===== src/common/irpc_pkg.sv =====
// Constants for the interrupt, reset and power-down control block
//------------------------------------------------------------
// Behaviour
// - Interrupt is OR of all pending event bits, each gated by its own enable.
// - Interrupt enable and status are handled through the option and status registers.
// - Bus-card mode uses one active-low request line; local mode picks one of four.
// - In bus-card mode the request line stays low until ready, then signals interrupts.
// - Merged interrupt state is readable as a bit of the status register.
// - Separate interrupt enable is ignored in local bus mode.
// - Hardware reset loads every register's reset value, samples the mode strap and starts an EEPROM read.
// - Function soft reset clears function and config registers, starts EEPROM read.
// - In bus-card mode, while soft reset bit is set the request line is low; raised when cleared.
// - Core soft reset clears core except address and config registers, no EEPROM read.
// - Power-down pin counts only when the external coder select is nonzero.
// - Asserted power-down pin powers everything down and asserts modem power-down.
// - Local mode: no bits awake; only wake enable powers down transmit alone.
// - Legacy power-down bit powers down all and overrides wake enable.
// - Local mode ignores the function enable bit for the power state.
// - After pin release the state follows the unchanged power-down and wake bits.
// - Clearing wake enable from transmit-only power-down returns to fully awake.
//------------------------------------------------------------
package irpc_pkg;
  localparam int          DATA_W       = 16;
  localparam int          ADDR_W       = 4;
  localparam int          EV_W         = 8;
  localparam logic [3:0]  OFF_OPTION   = 4'h0;
  localparam logic [3:0]  OFF_STATUS   = 4'h1;
  localparam logic [3:0]  OFF_CONTROL  = 4'h2;
  localparam logic [3:0]  OFF_RXCTRL   = 4'h3;
  localparam logic [3:0]  OFF_EV_STAT  = 4'h4;
  localparam logic [3:0]  OFF_EV_MASK  = 4'h5;
  localparam logic [3:0]  OFF_PWR      = 4'h6;
  localparam logic [3:0]  OFF_STATION  = 4'h7;
  localparam logic [3:0]  OFF_ADDR_A   = 4'h8;
  // Option register fields
  localparam int          OPT_IRQ_EN   = 0;
  localparam int          OPT_FUNC_EN  = 1;
  localparam int          OPT_SRST     = 2;
  localparam int          OPT_SEL_LO   = 3;
  // Status register fields
  localparam int          STS_INTR     = 0;
  localparam int          STS_PD       = 1;
  localparam int          STS_IO8      = 5;
  // Control register fields
  localparam int          CTL_LEGACY_POWERDOWN_BIT    = 0;
  localparam int          CTL_WAKE     = 1;
  // Receive control register field
  localparam int          RCR_CORE_RST = 0;
  // Power register fields (read only)
  localparam int          PWR_TX       = 0;
  localparam int          PWR_RX       = 1;
  localparam int          PWR_LINK     = 2;
  localparam int          PWR_PIN      = 3;
  localparam int          PWR_MODE     = 4;
  // Reset values and reset synchroniser states
  localparam logic [15:0] RST_STATION  = 16'h0000;
  localparam logic [15:0] RST_ADDR_A   = 16'h0300;
  localparam logic [1:0]  RST_SEL      = 2'h0;
  localparam logic [7:0]  RST_EV       = 8'h00;
  localparam logic [1:0]  RSYNC_DONE   = 2'h3;
  localparam logic [1:0]  RSYNC_EDGE   = 2'h1;
endpackage


===== src/irpc_ctrl.sv =====
// Interrupt merge, reset scopes and power-down control
`timescale 1ns/1ps
`default_nettype none
module irpc_ctrl
(
  input  wire logic                          clk,
  input  wire logic                          reset,
  input  wire logic [irpc_pkg::ADDR_W-1:0]   addr,
  input  wire logic [irpc_pkg::DATA_W-1:0]   wdata,
  input  wire logic                          wr,
  input  wire logic                          rd,
  output var  logic [irpc_pkg::DATA_W-1:0]   rdata,
  input  wire logic [irpc_pkg::EV_W-1:0]     core_events,
  input  wire logic                          bus_mode_strap,
  input  wire logic                          powerdown_or_txclk_pin,
  input  wire logic [1:0]                    ext_endec_select,
  output var  logic                          irq_ready_out_n,
  output var  logic [3:0]                    local_irq_pins,
  output var  logic                          irq,
  output var  logic                          modem_powerdown_out_n,
  output var  logic                          tx_powered_down,
  output var  logic                          rx_powered_down,
  output var  logic                          link_powered_down,
  output var  logic                          eeprom_read_start,
  output var  logic                          pcmcia_mode
);
  import irpc_pkg::*;

  typedef struct packed
  {
    logic [1:0]        rsync;
    logic              mode_pcmcia;
    logic              pd_s1;
    logic              pd_s2;
    logic              opt_irq_en;
    logic              opt_func_en;
    logic              opt_srst;
    logic [1:0]        opt_sel;
    logic              cfg_status_reg_pd;
    logic              io_byte;
    logic              ctl_legacy_powerdown_bit;
    logic              ctl_wake;
    logic              core_rst;
    logic [EV_W-1:0]   ev_stat;
    logic [EV_W-1:0]   ev_mask;
    logic [15:0]       station;
    logic [15:0]       addr_a;
    logic [DATA_W-1:0] rdata;
    logic              irq_n;
    logic [3:0]        lirq;
    logic              irq;
    logic              mpd_n;
    logic              tx_off;
    logic              rx_off;
    logic              link_off;
    logic              ee_start;
  } irpc_state_type;

  irpc_state_type st_r;
  irpc_state_type st_nxt;

  logic              eth_irq;
  logic              pin_pd;
  logic              all_off;
  logic              tx_pd;
  logic              ready;
  logic [DATA_W-1:0] rmux;

  //------------------------------------------------------------
  // Combinational view of current state
  //------------------------------------------------------------
  always_comb
  begin
    eth_irq = |(st_r.ev_stat & st_r.ev_mask);
    pin_pd  = (ext_endec_select != 2'h0) && st_r.pd_s2;
    if (st_r.mode_pcmcia)
    begin
      all_off = pin_pd | ~st_r.opt_func_en | st_r.cfg_status_reg_pd | st_r.ctl_legacy_powerdown_bit;
    end
    else
    begin
      all_off = pin_pd | st_r.ctl_legacy_powerdown_bit;
    end
    tx_pd = all_off | st_r.ctl_wake;
    ready = (st_r.rsync == RSYNC_DONE) && !st_r.opt_srst;
    rmux  = '0;
    unique case (addr)
      OFF_OPTION:  rmux = {11'h000, st_r.opt_sel, st_r.opt_srst, st_r.opt_func_en, st_r.opt_irq_en};
      OFF_STATUS:  rmux = {10'h000, st_r.io_byte, 3'h0, st_r.cfg_status_reg_pd, eth_irq};
      OFF_CONTROL: rmux = {14'h0000, st_r.ctl_wake, st_r.ctl_legacy_powerdown_bit};
      OFF_RXCTRL:  rmux = {15'h0000, st_r.core_rst};
      OFF_EV_STAT: rmux = {8'h00, st_r.ev_stat};
      OFF_EV_MASK: rmux = {8'h00, st_r.ev_mask};
      OFF_PWR:     rmux = {11'h000, st_r.mode_pcmcia, pin_pd, st_r.link_off, st_r.rx_off, st_r.tx_off};
      OFF_STATION: rmux = st_r.station;
      OFF_ADDR_A:  rmux = st_r.addr_a;
      default:     rmux = '0;
    endcase
  end

  //------------------------------------------------------------
  // Next state
  //------------------------------------------------------------
  always_comb
  begin
    st_nxt          = st_r;
    st_nxt.rsync    = {st_r.rsync[0], 1'b1};
    st_nxt.pd_s1    = powerdown_or_txclk_pin;
    st_nxt.pd_s2    = st_r.pd_s1;
    st_nxt.ee_start = 1'b0;
    st_nxt.rdata    = rd ? rmux : '0;
    if (st_r.rsync != RSYNC_DONE)
    begin
      st_nxt.mode_pcmcia = bus_mode_strap;
      st_nxt.ee_start    = (st_r.rsync == RSYNC_EDGE);
    end
    else
    begin
      if (wr)
      begin
        unique case (addr)
          OFF_OPTION:
          begin
            st_nxt.opt_irq_en  = wdata[OPT_IRQ_EN];
            st_nxt.opt_func_en = wdata[OPT_FUNC_EN];
            st_nxt.opt_srst    = wdata[OPT_SRST];
            st_nxt.opt_sel     = wdata[OPT_SEL_LO +: 2];
            st_nxt.ee_start    = wdata[OPT_SRST] & ~st_r.opt_srst;
          end
          OFF_STATUS:
          begin
            st_nxt.cfg_status_reg_pd = wdata[STS_PD];
            st_nxt.io_byte = wdata[STS_IO8];
          end
          OFF_CONTROL:
          begin
            st_nxt.ctl_legacy_powerdown_bit = wdata[CTL_LEGACY_POWERDOWN_BIT];
            st_nxt.ctl_wake  = wdata[CTL_WAKE];
          end
          OFF_RXCTRL:  st_nxt.core_rst = wdata[RCR_CORE_RST];
          OFF_EV_STAT: st_nxt.ev_stat  = st_r.ev_stat & ~wdata[EV_W-1:0];
          OFF_EV_MASK: st_nxt.ev_mask  = wdata[EV_W-1:0];
          OFF_STATION: st_nxt.station  = wdata;
          OFF_ADDR_A:  st_nxt.addr_a   = wdata;
          default:     st_nxt.rsync    = st_nxt.rsync;
        endcase
      end
      st_nxt.ev_stat = st_nxt.ev_stat | core_events;
      if (st_r.core_rst)
      begin
        st_nxt.ev_stat   = RST_EV;
        st_nxt.ev_mask   = RST_EV;
        st_nxt.ctl_legacy_powerdown_bit = 1'b0;
        st_nxt.ctl_wake  = 1'b0;
      end
      if (st_r.opt_srst)
      begin
        st_nxt.opt_irq_en  = 1'b0;
        st_nxt.opt_func_en = 1'b0;
        st_nxt.opt_sel     = RST_SEL;
        st_nxt.cfg_status_reg_pd     = 1'b0;
        st_nxt.io_byte     = 1'b0;
        st_nxt.ctl_legacy_powerdown_bit   = 1'b0;
        st_nxt.ctl_wake    = 1'b0;
        st_nxt.core_rst    = 1'b0;
        st_nxt.ev_stat     = RST_EV;
        st_nxt.ev_mask     = RST_EV;
        st_nxt.station     = RST_STATION;
        st_nxt.addr_a      = RST_ADDR_A;
      end
    end
    // Output pins
    st_nxt.irq      = eth_irq;
    st_nxt.irq_n    = 1'b1;
    st_nxt.lirq     = 4'h0;
    if (st_nxt.mode_pcmcia)
    begin
      st_nxt.irq_n = ready & ~(eth_irq & st_r.opt_irq_en);
    end
    else
    begin
      st_nxt.lirq[st_r.opt_sel] = eth_irq;
    end
    st_nxt.mpd_n    = ~pin_pd;
    st_nxt.tx_off   = tx_pd;
    st_nxt.rx_off   = all_off;
    st_nxt.link_off = all_off;
  end

  //------------------------------------------------------------
  // State register
  //------------------------------------------------------------
  always_ff @(posedge clk or posedge reset)
  begin
    if (reset)
    begin
      st_r          <= '0;
      st_r.station  <= RST_STATION;
      st_r.addr_a   <= RST_ADDR_A;
      st_r.irq_n    <= 1'b0;
      st_r.mpd_n    <= 1'b1;
    end
    else
    begin
      st_r <= st_nxt;
    end
  end

  assign rdata                 = st_r.rdata;
  assign irq_ready_out_n       = st_r.irq_n;
  assign local_irq_pins        = st_r.lirq;
  assign irq                   = st_r.irq;
  assign modem_powerdown_out_n = st_r.mpd_n;
  assign tx_powered_down       = st_r.tx_off;
  assign rx_powered_down       = st_r.rx_off;
  assign link_powered_down     = st_r.link_off;
  assign eeprom_read_start     = st_r.ee_start;
  assign pcmcia_mode           = st_r.mode_pcmcia;

  //------------------------------------------------------------
  // Assertions
  //------------------------------------------------------------
  property p_irq_merge;
    @(posedge clk) disable iff (reset)
    (st_r.rsync == RSYNC_DONE) |=> (irq == |($past(st_r.ev_stat) & $past(st_r.ev_mask)));
  endproperty
  a_irq_merge: assert property (p_irq_merge) else $error("merged irq wrong");

  property p_status_intr;
    @(posedge clk) disable iff (reset)
    (rd && addr == OFF_STATUS && (st_r.rsync == RSYNC_DONE)) |=> (rdata[STS_INTR] == $past(eth_irq));
  endproperty
  a_status_intr: assert property (p_status_intr) else $error("status intr bit wrong");

  property p_local_route;
    @(posedge clk) disable iff (reset)
    (!st_r.mode_pcmcia && eth_irq) |=> (local_irq_pins == (4'h1 << $past(st_r.opt_sel)) && irq_ready_out_n);
  endproperty
  a_local_route: assert property (p_local_route) else $error("local irq routing wrong");

  property p_srst_low;
    @(posedge clk) disable iff (reset)
    (st_r.mode_pcmcia && st_r.opt_srst) |=> !irq_ready_out_n;
  endproperty
  a_srst_low: assert property (p_srst_low) else $error("ready line not low in soft reset");

  property p_srst_eeprom;
    @(posedge clk) disable iff (reset)
    ((st_r.rsync == RSYNC_DONE) && wr && addr == OFF_OPTION && wdata[OPT_SRST] && !st_r.opt_srst)
      |=> eeprom_read_start ##1 !eeprom_read_start;
  endproperty
  a_srst_eeprom: assert property (p_srst_eeprom) else $error("soft reset eeprom start missing");

  property p_core_rst;
    @(posedge clk) disable iff (reset)
    (st_r.core_rst && !st_r.opt_srst && !wr) |=> (st_r.ev_mask == RST_EV && st_r.station == $past(st_r.station)
      && st_r.mode_pcmcia == $past(st_r.mode_pcmcia) && !eeprom_read_start);
  endproperty
  a_core_rst: assert property (p_core_rst) else $error("core reset scope wrong");

  property p_pin_pd;
    @(posedge clk) disable iff (reset)
    pin_pd |=> (!modem_powerdown_out_n && tx_powered_down && rx_powered_down && link_powered_down);
  endproperty
  a_pin_pd: assert property (p_pin_pd) else $error("pin power-down not applied");

  property p_local_wake_only;
    @(posedge clk) disable iff (reset)
    (!st_r.mode_pcmcia && !pin_pd && !st_r.ctl_legacy_powerdown_bit && st_r.ctl_wake)
      |=> (tx_powered_down && !rx_powered_down && !link_powered_down);
  endproperty
  a_local_wake_only: assert property (p_local_wake_only) else $error("tx-only state wrong");

  property p_local_legacy_powerdown_bit;
    @(posedge clk) disable iff (reset)
    (!st_r.mode_pcmcia && st_r.ctl_legacy_powerdown_bit) |=> (rx_powered_down && link_powered_down && tx_powered_down);
  endproperty
  a_local_legacy_powerdown_bit: assert property (p_local_legacy_powerdown_bit) else $error("legacy power-down ignored");

  property p_awake;
    @(posedge clk) disable iff (reset)
    (!st_r.mode_pcmcia && !pin_pd && !st_r.ctl_legacy_powerdown_bit && !st_r.ctl_wake)
      |=> (!tx_powered_down && !rx_powered_down && !link_powered_down && modem_powerdown_out_n);
  endproperty
  a_awake: assert property (p_awake) else $error("not fully awake");

  property p_strap;
    @(posedge clk) disable iff (reset)
    (st_r.rsync == RSYNC_DONE) |=> $stable(pcmcia_mode);
  endproperty
  a_strap: assert property (p_strap) else $error("mode resampled after reset");

  property p_ev_sticky;
    @(posedge clk) disable iff (reset)
    ((st_r.rsync == RSYNC_DONE) && !st_r.core_rst && !st_r.opt_srst)
      |=> ((st_r.ev_stat & $past(core_events)) == $past(core_events));
  endproperty
  a_ev_sticky: assert property (p_ev_sticky) else $error("event bit lost");

  property p_ev_clear;
    @(posedge clk) disable iff (reset)
    ((st_r.rsync == RSYNC_DONE) && wr && (addr == OFF_EV_STAT) && (core_events == RST_EV))
      |=> ((st_r.ev_stat & $past(wdata[EV_W-1:0])) == RST_EV);
  endproperty
  a_ev_clear: assert property (p_ev_clear) else $error("event bit not cleared");

  property p_card_lines;
    @(posedge clk) disable iff (reset)
    st_r.mode_pcmcia |=> (local_irq_pins == 4'h0);
  endproperty
  a_card_lines: assert property (p_card_lines) else $error("local pins active in card mode");

  property p_card_irq;
    @(posedge clk) disable iff (reset)
    (st_r.mode_pcmcia && (st_r.rsync == RSYNC_DONE) && !st_r.opt_srst && eth_irq && st_r.opt_irq_en)
      |=> !irq_ready_out_n;
  endproperty
  a_card_irq: assert property (p_card_irq) else $error("card request missing");

  property p_card_idle;
    @(posedge clk) disable iff (reset)
    (st_r.mode_pcmcia && (st_r.rsync == RSYNC_DONE) && !st_r.opt_srst && !(eth_irq && st_r.opt_irq_en))
      |=> irq_ready_out_n;
  endproperty
  a_card_idle: assert property (p_card_idle) else $error("card line low while idle");

  property p_card_ready;
    @(posedge clk) disable iff (reset)
    (pcmcia_mode && ($past(st_r.rsync) != RSYNC_DONE)) |-> !irq_ready_out_n;
  endproperty
  a_card_ready: assert property (p_card_ready) else $error("ready line high too early");

  property p_local_ready;
    @(posedge clk) disable iff (reset)
    (!st_r.mode_pcmcia && (st_r.rsync == RSYNC_DONE)) |=> irq_ready_out_n;
  endproperty
  a_local_ready: assert property (p_local_ready) else $error("card line low in local mode");

  property p_srst_scope;
    @(posedge clk) disable iff (reset)
    st_r.opt_srst |=> (st_r.station == RST_STATION && st_r.addr_a == RST_ADDR_A
      && st_r.ev_mask == RST_EV && !st_r.opt_func_en && !st_r.core_rst);
  endproperty
  a_srst_scope: assert property (p_srst_scope) else $error("soft reset scope wrong");

  property p_ee_release;
    @(posedge clk) disable iff (reset)
    (st_r.rsync == RSYNC_EDGE) |=> eeprom_read_start;
  endproperty
  a_ee_release: assert property (p_ee_release) else $error("no eeprom start after reset");

  property p_ee_quiet;
    @(posedge clk) disable iff (reset)
    ((st_r.rsync == RSYNC_DONE) && !(wr && (addr == OFF_OPTION) && wdata[OPT_SRST] && !st_r.opt_srst))
      |=> !eeprom_read_start;
  endproperty
  a_ee_quiet: assert property (p_ee_quiet) else $error("stray eeprom start");

  property p_wake_clear;
    @(posedge clk) disable iff (reset)
    (st_r.ctl_wake && wr && (addr == OFF_CONTROL) && !wdata[CTL_WAKE] && !wdata[CTL_LEGACY_POWERDOWN_BIT])
      |=> (!st_r.ctl_wake && !st_r.ctl_legacy_powerdown_bit);
  endproperty
  a_wake_clear: assert property (p_wake_clear) else $error("wake clear not taken");

  property p_pin_keep;
    @(posedge clk) disable iff (reset)
    (pin_pd && !wr && !st_r.core_rst && !st_r.opt_srst)
      |=> ($stable(st_r.ctl_legacy_powerdown_bit) && $stable(st_r.ctl_wake));
  endproperty
  a_pin_keep: assert property (p_pin_keep) else $error("control bits changed by pin");

  property p_pin_ignored;
    @(posedge clk) disable iff (reset)
    ((ext_endec_select == 2'h0) && !st_r.mode_pcmcia && !st_r.ctl_legacy_powerdown_bit)
      |=> (modem_powerdown_out_n && !rx_powered_down && !link_powered_down);
  endproperty
  a_pin_ignored: assert property (p_pin_ignored) else $error("pin used while unselected");

  property p_sync;
    @(posedge clk) disable iff (reset)
    (!powerdown_or_txclk_pin && (ext_endec_select != 2'h0) && st_r.pd_s1 && st_r.pd_s2)
      |=> !modem_powerdown_out_n;
  endproperty
  a_sync: assert property (p_sync) else $error("pin release not synchronised");
endmodule
`default_nettype wire


===== config.mk =====
export PLATFORM = sky130hd
export DESIGN_NAME = irpc_ctrl
export DESIGN_NICKNAME = d
export VERILOG_FILES = /design/src/common/irpc_pkg.sv /design/src/irpc_ctrl.sv
export SDC_FILE = /design/constraint.sdc
export NUM_CORES = 1
export LEC_CHECK = 0
export ABC_AREA = 1
export ABC_CLOCK_PERIOD_IN_PS = 2800
export BUFFER_PORTS_ARGS = -buffer_cell sky130_fd_sc_hd__buf_2
export CORE_AREA = 2 2 96 98
export DETAILED_ROUTE_END_ITERATION = 8
export DIE_AREA = 0 0 98 100
export GPL_ROUTABILITY_DRIVEN = 0
export PLACE_DENSITY_LB_ADDON = 0.08
export SYNTH_ARGS = -nofsm -noshare
export SYNTH_HDL_FRONTEND = slang
export SYNTH_SLANG_ARGS = --single-unit

===== constraint.sdc =====
create_clock -name clk -period 2.8 [get_ports clk]
set_input_delay 0.42 -clock clk [delete_from_list [all_inputs] [get_ports clk]]
set_output_delay 0.42 -clock clk [all_outputs]
set_load 0.05 [all_outputs]

==> run summary, run 1 <==
Run status: finished clean
Post-synth EDFFs: 0
Worst slew margin: 28.7%
Mapped cell area: 4260 um2
Max incr delay on CP: 0.87 ns
Largest Register: st_r
Post-CTS Resized: 0
Crit path depth: 5
Max Cap Viol: 0
Tot GR Track Use: 21.5%
XOR/XNOR Fraction of Synth Area: 0%
Bufs on Longest Clock Path: 2
Input/output buffers: 63
Grt met2 use: 34.7%
Core area: 8890 um2
Final setup fails: 0
Sequential element share of the synthesized area: 52.4%
Skew final: 0.0103 ns
RSZ-0062 raised after global routing: false
DRT antenna net count: 0
Synth cell count leaders: 133 x nand2_1, 86 x dfrtp_1, 59 x o21ai_0, 55 x inv_1, 51 x nor2_1
Critical setup path kind: register to register
Max Clk Rate: 496 MHz
Setup TNS: 0 ns
# DRC: 0
Simple-Gate Fraction of Synth Area: 23.3%
DPL Wire Length: 7.11 mm
Final Max Tran Viols: 0
CP Max Fanout: 32
H-tree levels: 3
Slowest-stage cell, CP: o21ai_2
Delay-heaviest family, CP: compound AO/OA/AOI/OAI gates
CTS clock-pin slew for the worst setup and hold paths: 0.10 ns
Share of the synthesized area in the top cell type: 50.6%
Iter 0 DRT Violations: 144
Crit path cell chain: nand2_1, inv_1, nand2_2, o21ai_2, o21ai_0
Pin count of the biggest net entering global routing: 38
Netlist cell types: 27
Yosys warning count: 0
Static Leakage: 2.29 nW
Reg area: 2230 um2
Worst hold slack: 0.120 ns
Die Span Y: 100 um
Worst reg2reg endpoint: st_r[31]
Main area contributors after synthesis: dfrtp_1 51%, nand2_1 12%, o21ai_0 6.9%, inv_1 4.9%, nor2_1 4.5%
Area Growth Syn to Fin: 10.8%
Final min period: 2.02 ns
Fin. Hold Viols: 0
Multiplexer area fraction after synthesis: 0%
Tightest Hold Check Type: input port to asynchronous set/reset pin
DIE AREA: 9800 um2
Max FFs per register: 61
Post-CTS Setup Bufs: 0
Worst-margin pin slew: 1.07 ns
CTS buffer count: 9
Pre-Repair DR Iteration Count: 5
RR Startpoint: st_r[88]
Via count: 3452
Synth Area per Inst: 8.21 um2
Pwr dens: 725 nW/um2
GR Layer Usage met3: 2.72%
Post-layout net count: 599
Post-synth net total: 554
Multi-input logic area: 1550 um2
Wirelength, routed: 9.85 mm
Clk_lat worst skew: 0.36 ns
Adder-cell share of the synthesized area: 0%
CTS tree: built
Grt total ovfl: 0
Die Span X: 98 um
Layout fillers: 878
Gr busiest metal: met2
First-pass GRT wire length: 16.4 mm
Share of flip-flops with an asynchronous set or reset: 100%
CP arrival: 2.21 ns
CTS root buffer: clkbuf_8
Met1 global-route usage: 30.0%
Vias per cell: 5.08
Cells after synthesis: 518
Critical path endpoint category: register
WP buf/inv: 1
Largest family of logic cells by synthesized area: simple AND/OR/NAND/NOR gates
Share of cells above drive strength 1: 20.6%
N_diodes: 0
Reg2reg setup slack: 0.78 ns
Vias in the first global route: 3355
Synth Area in Compound Gates: 13.1%
Initial Util: 47.9%
Post-CTS Hold Buffers: 0
Clock Sinks: 89
Initial antenna violation count: 0
Most used flip-flop cell after synthesis: dfrtp_1
Yosys reg bits: 89
Cell taking the most area after synthesis: dfrtp_1
Top-count cell post-synth: nand2_1
Crit share post-route: 72.1%
Crit path launch type: register
VDD IR max: 296 uV
Avg WL per Cell: 14.5 um
IO Count: 64
Cells on worst reg2reg path: 5
WP data required: 2.99 ns
Cell Rows: 35
cells in the final DEF, fill, tap and decap left out:
cell,netlist,layout
a21boi_0,1,1
a21oi_1,18,18
a21oi_2,4,4
buf_12,0,1
buf_2,5,63
buf_4,23,6
clkbuf_8,0,10
clkinv_1,1,1
clkinv_2,0,1
clkinv_4,0,1
clkinvlp_4,0,3
conb_1,1,1
dfrtp_1,86,86
dfstp_2,3,3
inv_1,55,54
inv_2,3,3
inv_6,0,1
inv_8,0,1
nand2_1,133,133
nand2_2,5,5
nand3_1,29,29
nand3_2,1,1
nand4_1,1,1
nor2_1,51,51
nor2_2,2,2
nor2_4,3,3
nor3_1,12,12
o21a_1,5,5
o21ai_0,59,59
o21ai_2,7,7
o21ai_4,2,2
how the worst max path moves through the flow:
stage | startpoint | to | slack [ns]
2_1_floorplan | reset | eeprom_read_start | 0.08
3_3_place_gp | addr[0] | st_r[27] | 0.69
3_5_place_dp | addr[0] | st_r[31] | 0.56
4_1_cts | st_r[88] | st_r[31] | 0.72
5_1_grt | st_r[88] | st_r[31] | 0.45
6_report | st_r[88] | st_r[31] | 0.78
where the power goes:
group	internal [mW]	switching, mW
combinational	0.256	0.540
sequential	1.59	0.175
clock	0.358	0.497
total	2.21	1.21
layer usage:
metal	up-vias	wire, um
met3	16	514
met5	-	0
met1	1628	4580
met4	0	187
li1	1705	-
met2	103	4570
through the flow:
stage / std cells / area, um2 / util, % / power, mW / worst slack (ns)
3_5_place_dp: 663 / 4530 / 50.9 / 2.59 / 0.559
4_1_cts: 679 / 4710 / 53.0 / 3.44 / 0.716
2_1_floorplan: 518 / 4260 / - / 2.39 / 0.0781
6_report: 679 / 4710 / 53.0 / 3.42 / 0.782
5_1_grt: 679 / 4710 / 53.0 / 3.63 / 0.449
3_3_place_gp: 663 / 4530 / 50.9 / 2.57 / 0.691
logic make-up after synthesis:
kind of cell           after synthesis
buffers and inverters               95
flip-flops                          89
other                                1
AO/OA/AOI/OAI                       96
AND/OR/NAND/NOR                    237
area by class of cell:
cell class	instances	share of cell area [%]
Timing Repair Buffer	70	8.07
Sequential cell	89	47.3
Tap cell	111	2.95
Inverter	59	4.72
Clock buffer	10	2.92
Clock inverter	6	1.09
Multi-Input combinational cell	334	32.9
(Power assumes the default switching activity.)
==> inputs of run 2 (changes only) <==
- ABC_AREA: 1 -> 0
- ABC_CLOCK_PERIOD_IN_PS: 2800 -> 1800
- clock period: 2.8 -> 1.8 ns (I/O delays scaled with it)
==> run 2 against run 1 <==
Sequential power rose by 51%. Design area rose by 6.6%. Global-route usage rose by 0.62 points. Cell count fell by 17%. Via count fell by 7.6%. Count of clock-buffer cells in the layout fell by 1. Critical path type unchanged.
==> run summary, run 2 <==
VDD IR max: 571 uV
Critical setup path kind: register to register
First-pass GRT wire length: 16.8 mm
Max Clk Rate: 610 MHz
CTS root buffer: clkbuf_8
CP Max Fanout: 3
Vias in the first global route: 3143
Cells after synthesis: 381
Static Leakage: 2.39 nW
Pwr dens: 1130 nW/um2
Run status: finished clean
Setup TNS: 0 ns
DPL Wire Length: 7.51 mm
Via count: 3190
Iter 0 DRT Violations: 244
Final setup fails: 0
Synth cell count leaders: 86 x dfrtp_1, 32 x nand2_1, 28 x mux2_2, 24 x nor2_1, 23 x buf_4
Clk pwr share: 29.2%
Layout fillers: 800
Clock Sinks: 89
Post-layout power: 5.65 mW
Worst-margin pin slew: 0.493 ns
Vias per cell: 5.68
DRT antenna net count: 0
Sw power: 1.74 mW
Initial antenna violation count: 0
CTS clock-pin slew for the worst setup and hold paths: 0.09 ns
Max Cap Viol: 0
H-tree levels: 3
Die Span X: 98 um
Initial Util: 48.4%
Tot GR Track Use: 22.1%
Max FFs per register: 61
Netlist cell types: 49
Sequential element share of the synthesized area: 51.8%
CP arrival: 1.89 ns
Gate power share: 23.4%
Largest Register: st_r
Bufs on Longest Clock Path: 2
Hold depth: 1
Flop pwr share: 47.5%
Area Growth Syn to Fin: 16.7%
Skew final: 0.00651 ns
CTS buffer count: 9
Fin. Hold Viols: 0
Crit share post-route: 91.1%
Core area: 8890 um2
Input/output buffers: 63
Post-synth EDFFs: 0
N_diodes: 0
Internal power: 3.91 mW
Post-CTS Setup Bufs: 0
Avg WL per Cell: 18.2 um
Post-synth net total: 417
Wirelength, routed: 10.2 mm
Crit path launch type: register
Post-layout net count: 482
Share of flip-flops with an asynchronous set or reset: 100%
Final min period: 1.64 ns
Yosys reg bits: 89
Mapped cell area: 4300 um2
RSZ-0062 raised after global routing: false
Worst hold slack: 0.0165 ns
Yosys warning count: 0
Tightest Hold Check Type: input port to register
Critical path endpoint category: register
Post-CTS Hold Buffers: 0
Cell Rows: 35
Pin count of the biggest net entering global routing: 90
Main area contributors after synthesis: dfrtp_1 50%, mux2_2 7.3%, buf_4 4.0%, a22oi_1 3.5%, mux2_4 3.5%
Pre-Repair DR Iteration Count: 6
IO Count: 64
Cell taking the most area after synthesis: dfrtp_1
Cells on worst reg2reg path: 4
Synth Area per Inst: 11.3 um2
Clk_lat worst skew: 0.36 ns
Commonest cells after routing, fill and taps aside: 86 x dfrtp_1, 63 x buf_2, 32 x nand2_1
WP data required: 2.05 ns
Die Span Y: 100 um
Share of cells above drive strength 1: 36.1%
Post-CTS Resized: 0
Setup ws final: 0.160 ns
Worst slew margin: 66.8%
Share of the synthesized area in the top cell type: 50.0%
Most used flip-flop cell after synthesis: dfrtp_1
# DRC: 0
Sw frac: 30.8%
DIE AREA: 9800 um2
CTS tree: built
Worst slack, placed: 0.0671 ns
Grt total ovfl: 0
Top-count cell post-synth: dfrtp_1
Final Max Tran Viols: 0
Commonest non-fill, non-tap cell in the layout: dfrtp_1
==> run 2: logic make-up after synthesis <==
kind of cell / after synthesis / share of synthesized area (%)
simple gates: 112 / 13.9
flops: 89 / 51.8
compound gates: 82 / 14.4
buf+inv: 50 / 6.83
mux: 47 / 12.9
other cells: 1 / 0.0872
==> run 2: stage by stage <==
| stage | cell area, um2 | instances | util [%] |
|---|---|---|---|
| 4_1_cts | 5020 | 562 | 56.5 |
| 2_1_floorplan | 4310 | 381 | - |
| 5_1_grt | 5020 | 562 | 56.5 |
| 3_3_place_gp | 4780 | 546 | 53.8 |
| 6_report | 5020 | 562 | 56.5 |
| 3_5_place_dp | 4780 | 546 | 53.8 |
==> run 2: routing by layer <==
| metal | routed length [um] | part of all wire, % | GRT usage (%) | vias up |
|---|---|---|---|---|
| met1 | 4760 | 47 | 32.3 | 1599 |
| met3 | 557 | 5.4 | 3.41 | 15 |
| li1 | - | - | - | 1472 |
| met5 | 0 | 0 | 0 | - |
| met4 | 160 | 1.6 | 6.94 | 0 |
| met2 | 4750 | 46 | 34.2 | 104 |
==> run 2: layout make-up <==
class | count | area (um2) | share of cell area, %
Inverter | 8 | 33.8 | 0.672
Clock inverter | 7 | 118 | 2.34
Sequential cell | 89 | 2230 | 44.4
Timing Repair Buffer | 96 | 601 | 12.0
Clock buffer | 9 | 124 | 2.47
Tap cell | 111 | 139 | 2.76
Multi-Input combinational cell | 242 | 1780 | 35.4
==> run 2: power by group through the flow <==
stage	logic, mW	clock network [mW]	registers (mW)
2_1_floorplan	0.873	0	2.73
3_5_place_dp	1.32	0	2.72
6_report	1.32	1.65	2.68
4_1_cts	1.33	1.68	2.68
3_3_place_gp	1.30	0	2.71
5_1_grt	1.44	1.78	2.74
==> run 2: final timing paths <==
check / start / to / slack, ns
max: st_r[74] / rdata[0] / 0.16
min: powerdown_or_txclk_pin / st_nxt[85] / 0.02
max reg2reg: st_r[74] / rdata[0] / 0.16
min reg2reg: st_nxt[85] / st_r[85] / 0.36
max in group asynchronous: reset / st_r[36] / 1.41
min in group asynchronous: reset / irq_ready_out_n / 0.04
==> run 2: critical path, stage by stage, from the launching register on <==
cell     delay [ns]
dfrtp_1        0.40
a22oi_1        0.26
nand4_1        0.26
and3_1         0.27
o311a_1        0.34
